[src/core/dma_flag_params.svh]
// Offsets, field positions, reset values and sizes of the DMA flag block
`ifndef DMA_FLAG_PARAMS_SVH
`define DMA_FLAG_PARAMS_SVH

// ----------------------------------------------------------------------
// Sizes
// ----------------------------------------------------------------------
`define NUM_CHAN            8
`define FLAGS_PER_CHAN      4

// ----------------------------------------------------------------------
// Register offsets from the controller base (paddr bits 11:0)
// ----------------------------------------------------------------------
`define DMA_BASE_ADDR       32'ha0000000
`define DMA_STATUS_OFS      12'h000
`define DMA_CLEAR_OFS       12'h004
`define CHAN_GROUP0_OFS     12'h008
`define CHAN_GROUP_STRIDE   12'h014
`define CHAN_GROUP_LAST_OFS 12'h094
`define IRQ_PEND_OFS        12'h0a8
`define IRQ_MASK_OFS        12'h0ac

// ----------------------------------------------------------------------
// Field positions inside one channel nibble
// ----------------------------------------------------------------------
`define FLD_ANY             0
`define FLD_CPL             1
`define FLD_HALF            2
`define FLD_ERR             3

// ----------------------------------------------------------------------
// Reset values
// ----------------------------------------------------------------------
`define FLAG_RST            4'h0
`define CLEAR_RST           32'h00000000
`define PEND_RST            32'h00000000
`define MASK_RST            32'h00000000

`endif

[src/core/dma_flag_pkg.sv]
// Types shared by the DMA flag block
package dma_flag_pkg;

  // Register selected by the current bus address
  typedef enum logic [2:0] {
    SEL_NONE   = 3'b000,
    SEL_STATUS = 3'b001,
    SEL_CLEAR  = 3'b010,
    SEL_GROUP  = 3'b011,
    SEL_PEND   = 3'b100,
    SEL_MASK   = 3'b101
  } reg_sel_type;

endpackage : dma_flag_pkg

[src/core/chan_flag_cell.sv]
// Status flags of one DMA channel: set by events, cleared by software
`timescale 1ns/1ps
`include "dma_flag_params.svh"

module chan_flag_cell (
  // Clock and reset
  input  wire logic       clk_i,
  input  wire logic       sys_rst_i,
  // Channel events, one-cycle pulses
  input  wire logic       cpl_event_i,
  input  wire logic       half_event_i,
  input  wire logic       err_event_i,
  // Clear strobes in nibble layout
  input  wire logic [3:0] clear_i,
  // Flag nibble
  output logic      [3:0] flags_o
);

  logic [3:0] set_w;
  logic [3:0] clr_w;
  logic [3:0] flags_r;
  logic [3:0] flags_nxt;
  logic       any_ev_w;

  // ----------------------------------------------------------------------
  // Set and clear terms
  // ----------------------------------------------------------------------
  // Any event also raises the summary flag
  assign any_ev_w              = cpl_event_i | half_event_i | err_event_i;
  assign set_w[`FLD_ANY]       = any_ev_w;
  assign set_w[`FLD_CPL]       = cpl_event_i;
  assign set_w[`FLD_HALF]      = half_event_i;
  assign set_w[`FLD_ERR]       = err_event_i;
  // The summary clear wipes the whole nibble, the others only their own bit
  assign clr_w[`FLD_ANY]       = clear_i[`FLD_ANY];
  assign clr_w[`FLD_CPL]       = clear_i[`FLD_CPL] | clear_i[`FLD_ANY];
  assign clr_w[`FLD_HALF]      = clear_i[`FLD_HALF] | clear_i[`FLD_ANY];
  assign clr_w[`FLD_ERR]       = clear_i[`FLD_ERR] | clear_i[`FLD_ANY];
  // Set beats clear so an event in the clearing cycle survives
  assign flags_nxt             = set_w | (flags_r & ~clr_w);
  assign flags_o               = flags_r;

  // Flag storage
  always_ff @(posedge clk_i or posedge sys_rst_i) begin
    if (sys_rst_i) begin
      flags_r <= `FLAG_RST;
    end else begin
      flags_r <= flags_nxt;
    end
  end

  // ----------------------------------------------------------------------
  // Checks
  // ----------------------------------------------------------------------
  AST_ALL_CLEAR: assert property (@(posedge clk_i) disable iff (sys_rst_i)
    clear_i[`FLD_ANY] && !any_ev_w |=> flags_o == 4'h0)
    else $error("summary clear left a flag set");
  AST_ZERO_KEEPS: assert property (@(posedge clk_i) disable iff (sys_rst_i)
    clear_i == 4'h0 |=> (flags_o & $past(flags_o)) == $past(flags_o))
    else $error("flag dropped without a clear");
  AST_CPL_CLEAR: assert property (@(posedge clk_i) disable iff (sys_rst_i)
    clear_i[`FLD_CPL] && !cpl_event_i && clear_i[`FLD_ANY] == 1'b0 && !half_event_i
    && !err_event_i |=> !flags_o[`FLD_CPL] && flags_o[`FLD_ANY] == $past(flags_o[`FLD_ANY]))
    else $error("complete clear wrong");
  AST_HALF_CLEAR: assert property (@(posedge clk_i) disable iff (sys_rst_i)
    clear_i[`FLD_HALF] && !half_event_i |=> !flags_o[`FLD_HALF])
    else $error("half clear wrong");
  AST_ERR_CLEAR: assert property (@(posedge clk_i) disable iff (sys_rst_i)
    clear_i[`FLD_ERR] && !err_event_i |=> !flags_o[`FLD_ERR])
    else $error("error clear wrong");
  AST_SET_WINS: assert property (@(posedge clk_i) disable iff (sys_rst_i)
    any_ev_w && clear_i == 4'hf |=> flags_o == $past(set_w))
    else $error("event lost against clear");

endmodule : chan_flag_cell

[src/core/dma_flag_clear_logic.sv]
// APB flag status and write-one-to-clear register block of an eight channel DMA
`timescale 1ns/1ps
`include "dma_flag_params.svh"

module dma_flag_clear_logic (
  // Clock and reset
  input  wire logic        clk_i,
  input  wire logic        sys_rst_i,
  // APB slave
  input  wire logic        psel_i,
  input  wire logic        penable_i,
  input  wire logic        pwrite_i,
  input  wire logic [11:0] paddr_i,
  input  wire logic [31:0] pwdata_i,
  input  wire logic [3:0]  pstrb_i,
  output logic      [31:0] prdata_o,
  output logic             pready_o,
  output logic             pslverr_o,
  // Channel events from the transfer engine, one-cycle pulses
  input  wire logic [7:0]  transfer_complete_event_i,
  input  wire logic [7:0]  half_transfer_event_i,
  input  wire logic [7:0]  transfer_error_event_i,
  // Flag state and clear strobes towards the engine
  output logic      [31:0] dma_flag_status_o,
  output logic      [31:0] dma_flag_clear_o,
  // Channel group access strobes; chan_group_wr_o pulses after every finished write, group or not
  output logic      [7:0]  chan_group_sel_o,
  output logic      [4:0]  chan_group_off_o,
  output logic             chan_group_wr_o,
  // Interrupt
  output logic             irq_o
);

  // ----------------------------------------------------------------------
  // Declarations
  // ----------------------------------------------------------------------
  dma_flag_pkg::reg_sel_type sel_w;

  logic [31:0] flags_w;
  logic [31:0] event_w;
  logic [31:0] byte_mask_w;
  logic [31:0] clear_word_w;
  logic [31:0] read_mux_w;
  logic [7:0]  group_hit_w;
  logic [4:0]  group_off_w [0:8];
  logic        setup_w;
  logic        done_w;
  logic        wr_done_w;
  logic        rd_done_w;
  logic        aligned_w;

  logic [31:0] prdata_r;
  logic [31:0] prdata_nxt;
  logic        pready_r;
  logic        pready_nxt;
  logic        pslverr_r;
  logic        pslverr_nxt;
  logic [31:0] clear_r;
  logic [31:0] clear_nxt;
  logic [31:0] pend_r;
  logic [31:0] pend_nxt;
  logic [31:0] mask_r;
  logic [31:0] mask_nxt;
  logic        irq_r;
  logic [7:0]  gsel_r;
  logic [7:0]  gsel_nxt;
  logic [4:0]  goff_r;
  logic        gwr_r;

  // ----------------------------------------------------------------------
  // Bus phases
  // ----------------------------------------------------------------------
  // Setup cycle arms pready; the access completes one cycle later
  assign setup_w    = psel_i & ~penable_i;
  assign done_w     = psel_i & penable_i & pready_r;
  assign wr_done_w  = done_w & pwrite_i;
  assign rd_done_w  = done_w & ~pwrite_i;
  assign aligned_w  = (paddr_i[1:0] == 2'b00);

  // Byte lanes from pstrb; partial writes clear only the enabled lanes
  assign byte_mask_w = {{8{pstrb_i[3]}}, {8{pstrb_i[2]}},
                        {8{pstrb_i[1]}}, {8{pstrb_i[0]}}};

  // ----------------------------------------------------------------------
  // Channel group decode
  // ----------------------------------------------------------------------
  // Each group spans one stride above its own base
  assign group_off_w[0] = 5'h00;
  genvar gi;
  generate
    for (gi = 0; gi < `NUM_CHAN; gi++) begin : g_group
      localparam logic [11:0] BASE = 12'(`CHAN_GROUP0_OFS + gi * `CHAN_GROUP_STRIDE);
      logic [11:0] rel_w;
      assign rel_w           = paddr_i - BASE;
      assign group_hit_w[gi] = (paddr_i >= BASE) &&
                               (paddr_i < BASE + `CHAN_GROUP_STRIDE);
      assign group_off_w[gi + 1] = group_off_w[gi] |
                                   (group_hit_w[gi] ? rel_w[4:0] : 5'h00);
    end
  endgenerate

  // ----------------------------------------------------------------------
  // Register decode
  // ----------------------------------------------------------------------
  always_comb begin
    if (!aligned_w) begin
      sel_w = dma_flag_pkg::SEL_NONE;
    end else if (paddr_i == `DMA_STATUS_OFS) begin
      sel_w = dma_flag_pkg::SEL_STATUS;
    end else if (paddr_i == `DMA_CLEAR_OFS) begin
      sel_w = dma_flag_pkg::SEL_CLEAR;
    end else if (group_hit_w != 8'h00) begin
      sel_w = dma_flag_pkg::SEL_GROUP;
    end else if (paddr_i == `IRQ_PEND_OFS) begin
      sel_w = dma_flag_pkg::SEL_PEND;
    end else if (paddr_i == `IRQ_MASK_OFS) begin
      sel_w = dma_flag_pkg::SEL_MASK;
    end else begin
      sel_w = dma_flag_pkg::SEL_NONE;
    end
  end

  // Read data; the clear register and channel groups read as zero here
  assign read_mux_w =
    (sel_w == dma_flag_pkg::SEL_STATUS) ? flags_w :
    (sel_w == dma_flag_pkg::SEL_PEND)   ? pend_r  :
    (sel_w == dma_flag_pkg::SEL_MASK)   ? mask_r  :
    32'h00000000;

  // ----------------------------------------------------------------------
  // Answer registers
  // ----------------------------------------------------------------------
  // Data and error are captured at the setup edge so every output is a flop
  assign pready_nxt  = setup_w;
  assign prdata_nxt  = (setup_w & ~pwrite_i) ? read_mux_w : 32'h00000000;
  assign pslverr_nxt = setup_w & (sel_w == dma_flag_pkg::SEL_NONE);

  always_ff @(posedge clk_i or posedge sys_rst_i) begin
    if (sys_rst_i) begin
      pready_r  <= 1'b0;
      prdata_r  <= 32'h00000000;
      pslverr_r <= 1'b0;
    end else begin
      pready_r  <= pready_nxt;
      prdata_r  <= prdata_nxt;
      pslverr_r <= pslverr_nxt;
    end
  end

  // ----------------------------------------------------------------------
  // Flag clear register
  // ----------------------------------------------------------------------
  // Write-only: ones become a one-cycle clear pulse, the word never stores
  assign clear_word_w = (wr_done_w && sel_w == dma_flag_pkg::SEL_CLEAR) ?
                        (pwdata_i & byte_mask_w) : `CLEAR_RST;
  assign clear_nxt    = clear_word_w;

  always_ff @(posedge clk_i or posedge sys_rst_i) begin
    if (sys_rst_i) begin
      clear_r <= `CLEAR_RST;
    end else begin
      clear_r <= clear_nxt;
    end
  end

  // ----------------------------------------------------------------------
  // Per-channel flag cells
  // ----------------------------------------------------------------------
  // Channel n owns bits 4n..4n+3; its clear nibble sits at the same place
  generate
    for (gi = 0; gi < `NUM_CHAN; gi++) begin : g_chan
      chan_flag_cell u_cell (
        .clk_i        (clk_i),
        .sys_rst_i    (sys_rst_i),
        .cpl_event_i  (transfer_complete_event_i[gi]),
        .half_event_i (half_transfer_event_i[gi]),
        .err_event_i  (transfer_error_event_i[gi]),
        .clear_i      (clear_word_w[gi*4 +: 4]),
        .flags_o      (flags_w[gi*4 +: 4])
      );
      assign event_w[gi*4 + `FLD_ANY]  = transfer_complete_event_i[gi] |
                                         half_transfer_event_i[gi] |
                                         transfer_error_event_i[gi];
      assign event_w[gi*4 + `FLD_CPL]  = transfer_complete_event_i[gi];
      assign event_w[gi*4 + `FLD_HALF] = half_transfer_event_i[gi];
      assign event_w[gi*4 + `FLD_ERR]  = transfer_error_event_i[gi];
    end
  endgenerate

  // ----------------------------------------------------------------------
  // Interrupt pending and mask
  // ----------------------------------------------------------------------
  // A read clears only the bits it returned, so a later event is kept
  assign pend_nxt = event_w | (pend_r &
                    ~((rd_done_w && sel_w == dma_flag_pkg::SEL_PEND) ?
                      prdata_r : 32'h00000000));
  assign mask_nxt = (wr_done_w && sel_w == dma_flag_pkg::SEL_MASK) ?
                    ((pwdata_i & byte_mask_w) | (mask_r & ~byte_mask_w)) : mask_r;

  always_ff @(posedge clk_i or posedge sys_rst_i) begin
    if (sys_rst_i) begin
      pend_r <= `PEND_RST;
      mask_r <= `MASK_RST;
      irq_r  <= 1'b0;
    end else begin
      pend_r <= pend_nxt;
      mask_r <= mask_nxt;
      irq_r  <= |(pend_r & mask_r);
    end
  end

  // ----------------------------------------------------------------------
  // Channel group strobes
  // ----------------------------------------------------------------------
  // One-cycle pulse after a completed access; group registers live elsewhere
  assign gsel_nxt = (done_w && sel_w == dma_flag_pkg::SEL_GROUP) ?
                    group_hit_w : 8'h00;

  always_ff @(posedge clk_i or posedge sys_rst_i) begin
    if (sys_rst_i) begin
      gsel_r <= 8'h00;
      goff_r <= 5'h00;
      gwr_r  <= 1'b0;
    end else begin
      gsel_r <= gsel_nxt;
      goff_r <= group_off_w[8];
      gwr_r  <= wr_done_w;
    end
  end

  // ----------------------------------------------------------------------
  // Outputs
  // ----------------------------------------------------------------------
  assign prdata_o          = prdata_r;
  assign pready_o          = pready_r;
  assign pslverr_o         = pslverr_r;
  assign dma_flag_status_o = flags_w;
  assign dma_flag_clear_o  = clear_r;
  assign chan_group_sel_o  = gsel_r;
  assign chan_group_off_o  = goff_r;
  assign chan_group_wr_o   = gwr_r;
  assign irq_o             = irq_r;

  // ----------------------------------------------------------------------
  // Checks
  // ----------------------------------------------------------------------
  // Bus timing and the clear pulse
  AST_ONE_WAIT: assert property (@(posedge clk_i) disable iff (sys_rst_i)
    psel_i && !penable_i |=> pready_o ##1 !pready_o)
    else $error("access phase length wrong");

  AST_CLEAR_PULSE: assert property (@(posedge clk_i) disable iff (sys_rst_i)
    done_w && pwrite_i && paddr_i == `DMA_CLEAR_OFS && pstrb_i == 4'hf
    |=> dma_flag_clear_o == $past(pwdata_i) ##1 dma_flag_clear_o == 32'h00000000)
    else $error("clear pulse wrong");

  // Write-only register reads zero
  AST_READ_ZERO: assert property (@(posedge clk_i) disable iff (sys_rst_i)
    done_w && !pwrite_i && paddr_i == `DMA_CLEAR_OFS |-> prdata_o == 32'h00000000
    && !pslverr_o)
    else $error("clear register read not zero");

  // Flag layout
  AST_LAYOUT: assert property (@(posedge clk_i) disable iff (sys_rst_i)
    transfer_error_event_i[7] && half_transfer_event_i[3]
    |=> dma_flag_status_o[31] && dma_flag_status_o[28] && dma_flag_status_o[14])
    else $error("flag layout wrong");

  // Group decode at the last group and inside group one
  AST_LAST_GROUP: assert property (@(posedge clk_i) disable iff (sys_rst_i)
    done_w && paddr_i == `CHAN_GROUP_LAST_OFS |=> chan_group_sel_o == 8'h80
    && chan_group_off_o == 5'h00)
    else $error("last group decode wrong");

  AST_GROUP1: assert property (@(posedge clk_i) disable iff (sys_rst_i)
    done_w && paddr_i == 12'h020 |=> chan_group_sel_o == 8'h02
    && chan_group_off_o == 5'h04)
    else $error("group one decode wrong");

  // Summary clears and pending
  AST_STATUS_ALL: assert property (@(posedge clk_i) disable iff (sys_rst_i)
    done_w && pwrite_i && paddr_i == `DMA_CLEAR_OFS && pwdata_i == 32'h11111111
    && pstrb_i == 4'hf && event_w == 32'h00000000 |=> dma_flag_status_o == 32'h00000000)
    else $error("summary clears left flags");

  AST_PEND_KEEP: assert property (@(posedge clk_i) disable iff (sys_rst_i)
    transfer_complete_event_i[0] |=> pend_r[`FLD_CPL] && pend_r[`FLD_ANY]
    ##1 (irq_o || !($past(mask_r[`FLD_CPL]) || $past(mask_r[`FLD_ANY]))))
    else $error("event not pending");

  // ----------------------------------------------------------------------
  // Answer, strobe and pending checks
  // ----------------------------------------------------------------------
  // Misaligned setups answer with an error
  AST_SLVERR: assert property (@(posedge clk_i) disable iff (sys_rst_i)
    setup_w && paddr_i[1:0] != 2'b00 |=> pslverr_o && pready_o)
    else $error("missing bus error");

  // No clear pulse without a finished write
  AST_CLEAR_IDLE: assert property (@(posedge clk_i) disable iff (sys_rst_i)
    !wr_done_w |=> dma_flag_clear_o == 32'h00000000)
    else $error("clear pulse without write");

  // Read data stands only with pready
  AST_RDATA_IDLE: assert property (@(posedge clk_i) disable iff (sys_rst_i)
    !pready_o |-> prdata_o == 32'h00000000)
    else $error("read data outside access");

  AST_WDATA_ZERO: assert property (@(posedge clk_i) disable iff (sys_rst_i)
    done_w && pwrite_i |-> prdata_o == 32'h00000000)
    else $error("data on a write");

  // A pending read never hides a new event
  AST_PEND_SET: assert property (@(posedge clk_i) disable iff (sys_rst_i)
    event_w != 32'h00000000 |=> (pend_r & $past(event_w)) == $past(event_w))
    else $error("event missing from pending");

  // Status ignores bus writes
  AST_STATUS_RO: assert property (@(posedge clk_i) disable iff (sys_rst_i)
    done_w && pwrite_i && paddr_i == `DMA_STATUS_OFS && event_w == 32'h00000000
    |=> dma_flag_status_o == $past(dma_flag_status_o))
    else $error("status changed by write");

  // Group select: one-hot after a group access, idle otherwise
  AST_GROUP_ONEHOT: assert property (@(posedge clk_i) disable iff (sys_rst_i)
    done_w && aligned_w && group_hit_w != 8'h00 |=> $onehot(chan_group_sel_o))
    else $error("group select not one-hot");

  AST_GROUP_IDLE: assert property (@(posedge clk_i) disable iff (sys_rst_i)
    !done_w |=> chan_group_sel_o == 8'h00)
    else $error("stray group select");

endmodule : dma_flag_clear_logic

[config.mk]
export PLATFORM = sky130hd
export DESIGN_NAME = dma_flag_clear_logic
export DESIGN_NICKNAME = d
export VERILOG_FILES = /design/src/core/dma_flag_pkg.sv /design/src/core/chan_flag_cell.sv /design/src/core/dma_flag_clear_logic.sv
export VERILOG_INCLUDE_DIRS = /design/src /design/src/core
export SDC_FILE = /design/constraint.sdc
export NUM_CORES = 1
export LEC_CHECK = 0
export ABC_AREA = 1
export BUFFER_PORTS_ARGS = -buffer_cell sky130_fd_sc_hd__buf_4
export CORE_MARGIN = 10
export CORE_UTILIZATION = 35
export DETAILED_ROUTE_END_ITERATION = 10
export PLACE_DENSITY = 0.59
export SLEW_MARGIN = 5
export SYNTH_ARGS = -nofsm -noshare
export SYNTH_HDL_FRONTEND = slang
export SYNTH_HIERARCHICAL = 1
export SYNTH_SLANG_ARGS = --single-unit
[constraint.sdc]
create_clock -name clk_i -period 4.45 [get_ports clk_i]
set_input_delay 0.2225 -clock clk_i [delete_from_list [all_inputs] [get_ports clk_i]]
set_output_delay 0.2225 -clock clk_i [all_outputs]
set_load 0.02 [all_outputs]
==> results by group <==
Route
  • DRC: 0
  • Vias per cell: 4.54
  • Wire length per cell: 16.6 um
  • First drt pass iteration count: 6
  • Number of DRC markers in iteration 0: 430
  • Final antenna-violating net count: 0
  • DR vias: 7171
  • Drt total wl: 26200 um

Critical path
  • CP arrival: 3.32 ns
  • Critical-path top delay cell: nand3_1
  • Crit path capture type: flop
  • Worst-path maximum fanout: 22
  • R2r setup slk: 2.48 ns
  • Crit path largest cell delay: 0.63 ns
  • Worst Setup EP: prdata_o[9]
  • Critical path class: primary input to flop
  • Worst-case reg-to-reg path depth: 7
  • CP Launch Point: paddr_i[3]
  • Reg2reg start: pready_o
  • Crit-path cells: buf_4 > inv_1 > ha_1 > nand2_1 > nor3_1 > clkinv_1 > nand3_4 > nand3_1 > buf_4 > o21ai_0 > nor2_1 > nor2_1
  • WP data required: 4.81 ns
  • CP Launch Type: primary input

STA
  • Unrepaired setup endpoints after global routing: no
  • Clock skew: 0.0110 ns
  • Slew HR: 45.3%
  • Crit path time final: 2.96 ns
  • Final worst slack: 1.49 ns
  • Max-slew violations: 0
  • Tcrit/Tclk final: 66.5%
  • Final TNS setup: 0 ns
  • Hold_ws: 0.0205 ns
  • Final Hold Viols: 0
  • Maximum clock frequency: 338 MHz
  • Slew @ Worst Pin: 0.818 ns
  • Final Setup Violations: 0

Pwr
  • Net switching power: 810 uW
  • Comb pwr share: 6.7%
  • Clock power frac: 45.9%
  • Cell-internal power: 2.60 mW
  • Register share of total power: 47.4%
  • Peak VDD IR: 0.232 mV
  • Switching Fraction: 23.8%
  • Pwr dens: 315 nW/um^2
  • Leak: 5.62 nW
  • Pwr Total: 3.41 mW

Global routing
  • First-pass GRT wire length: 42400 um
  • GRT Resource Usage Total: 17.4%
  • Initial antenna violation count: 0
  • Largest net degree at the start of global routing: 72
  • Vias in the first global route: 7559
  • Grt ovf: 0

Place
  • Count of input and output buffers: 189
  • Dpl cells: 1531
  • DP HPWL: 19700 um
  • Pre-CTS WS: 1.06 ns
  • Placer congestion estimate: 0.850

Die
  • I/O pin count: 190
  • Die H: 174 um
  • Initial Util: 35.5%
  • Die area: 30400 sq um
  • Die Width: 174 um
  • Site row count: 56
  • Core Region: 23500 sq um

Clocking
  • Clock root buffer: clkbuf_16
  • CTS sink count: 177
  • CTS buffer count: 17
  • Post-CTS sizing: 0
  • CTS tree: yes
  • Clk buf depth: 2
  • Clock-pin slew on the worst setup and hold paths: 0.07 ns
  • Clk Latency, worst-skew pair: 0.43 ns
  • H-tree depth: 4
  • Hold-fix buffers at CTS: 15
  • Post-CTS setup buffers: 0

Layout
  • Area Overhead vs Synth: 29.8%
  • Fraction of layout cells with a size suffix above 1: 21.0%
  • Most frequent cells in the layout: 223 x nor2_1, 212 x inv_1, 194 x buf_4
  • Layout Cells excl Fill: 1578
  • Final #Nets: 1331
  • Ant. Diodes: 0
  • Commonest non-fill, non-tap cell in the layout: nor2_1

Worst hold path
  • HP Class: primary input to flop

Synth
  • Synth warn: 6
  • Synth Register Bits: 177
  • Synth Flop Type: dfrtp_1
  • Yosys top cell area share: 53.1%
  • Synth area leaders: dfrtp_1 53%, nor2_1 10%, inv_1 9.6%
  • Mapped Area: 8340 sq um
  • Yosys top cell by area: dfrtp_1
  • Post-Syn Nets: 1127
  • Sequential area share after synthesis: 53.1%
  • Average size of a mapped cell: 8.01 sq um
  • Post-synthesis cell count: 1042
  • Async set or reset register ratio after synthesis: 100%
  • Cell variety after synth: 32
  • Post-synth EDFFs: 0

Outcome
  • Status: completed

Flow run
  • Max cap viols: 0
## stage by stage
stage,util [%],instance area (sq um)
after floorplan,-,8340
after global routing,46.1,10800
after global placement,42.9,10100
after detailed placement,42.9,10100
after CTS,46.1,10800
final,46.1,10800
## layout make-up
class	instances	area (sq um)
Fill cell	2333	12600
Clock buffer	19	433
Multi-Input combinational cell	621	2950
Sequential cell	177	4430
Inverter	220	831
Timing Repair Buffer	209	1610
Clock inverter	13	174
Tap cell	319	399
## synth_stat cells, types with 2 or more instances
master and instances:
nand3_2 7, o21ai_1 23, nor4_1 5, dfrtp_1 177
inv_1 214, nor2_1 223, or2_1 2, clkbuf_1 10
nor3_1 16, o21ai_0 70, nor2_2 12, inv_2 5
buf_2 9, nand3_1 25, ha_1 8, a21oi_1 4
nand2_1 161, nand2_2 4, nor2_4 4, o22ai_1 10
o21bai_1 33, nand3_4 2, nand4_1 5, buf_6 5
## worst min-delay path by stage
stage | from | endpoint | cells after the start
after floorplan | sys_rst_i | g_chan[0].u_cell/flags_o[0] | 1
after global placement | sys_rst_i | g_chan[1].u_cell/flags_o[2] | 2
after detailed placement | sys_rst_i | g_chan[1].u_cell/flags_o[0] | 2
after CTS | pwdata_i[16] | flop | 3
after global routing | pwdata_i[16] | flop | 3
final | pwdata_i[16] | flop | 3
## per-layer routing
layer	vias to the layer above	routed length, um	track usage, %
met1	3399	11900	22.3
met3	19	1660	4.59
met2	185	12400	28.5
li1	3568	-	-
met4	0	309	4.49
met5	-	0	0
## kinds of logic (layout without fill, tap and decap cells)
family          count (synthesis)  in the layout  share of synthesized area (%)
simple gates                  470            470                           24.3
buf+inv                       244            461                           11.6
flops                         177            177                           53.1
compound gates                142            142                           9.75
fa+ha+maj                       8              8                           1.20
xor+xnor                        1              1                          0.105
## power by group through the flow
stage          sequential [mW]  combinational (mW)  clock (mW)
2_1_floorplan             1.65              0.0927           0
3_3_place_gp              1.65               0.220           0
3_5_place_dp              1.65               0.219           0
4_1_cts                   1.61               0.231        1.59
5_1_grt                   1.61               0.255        1.65
6_report                  1.61               0.228        1.56
## critical path, delay by kind of cell
| kind | cells | cell delay (ns) |
|---|---|---|
| AO/OA/AOI/OAI | 1 | 0.18 |
| adder cells (fa/ha/maj) | 1 | 0.20 |
| AND/OR/NAND/NOR | 6 | 1.43 |
| buffers and inverters | 4 | 1.30 |
Note: power is estimated with default switching activity, not from simulation.
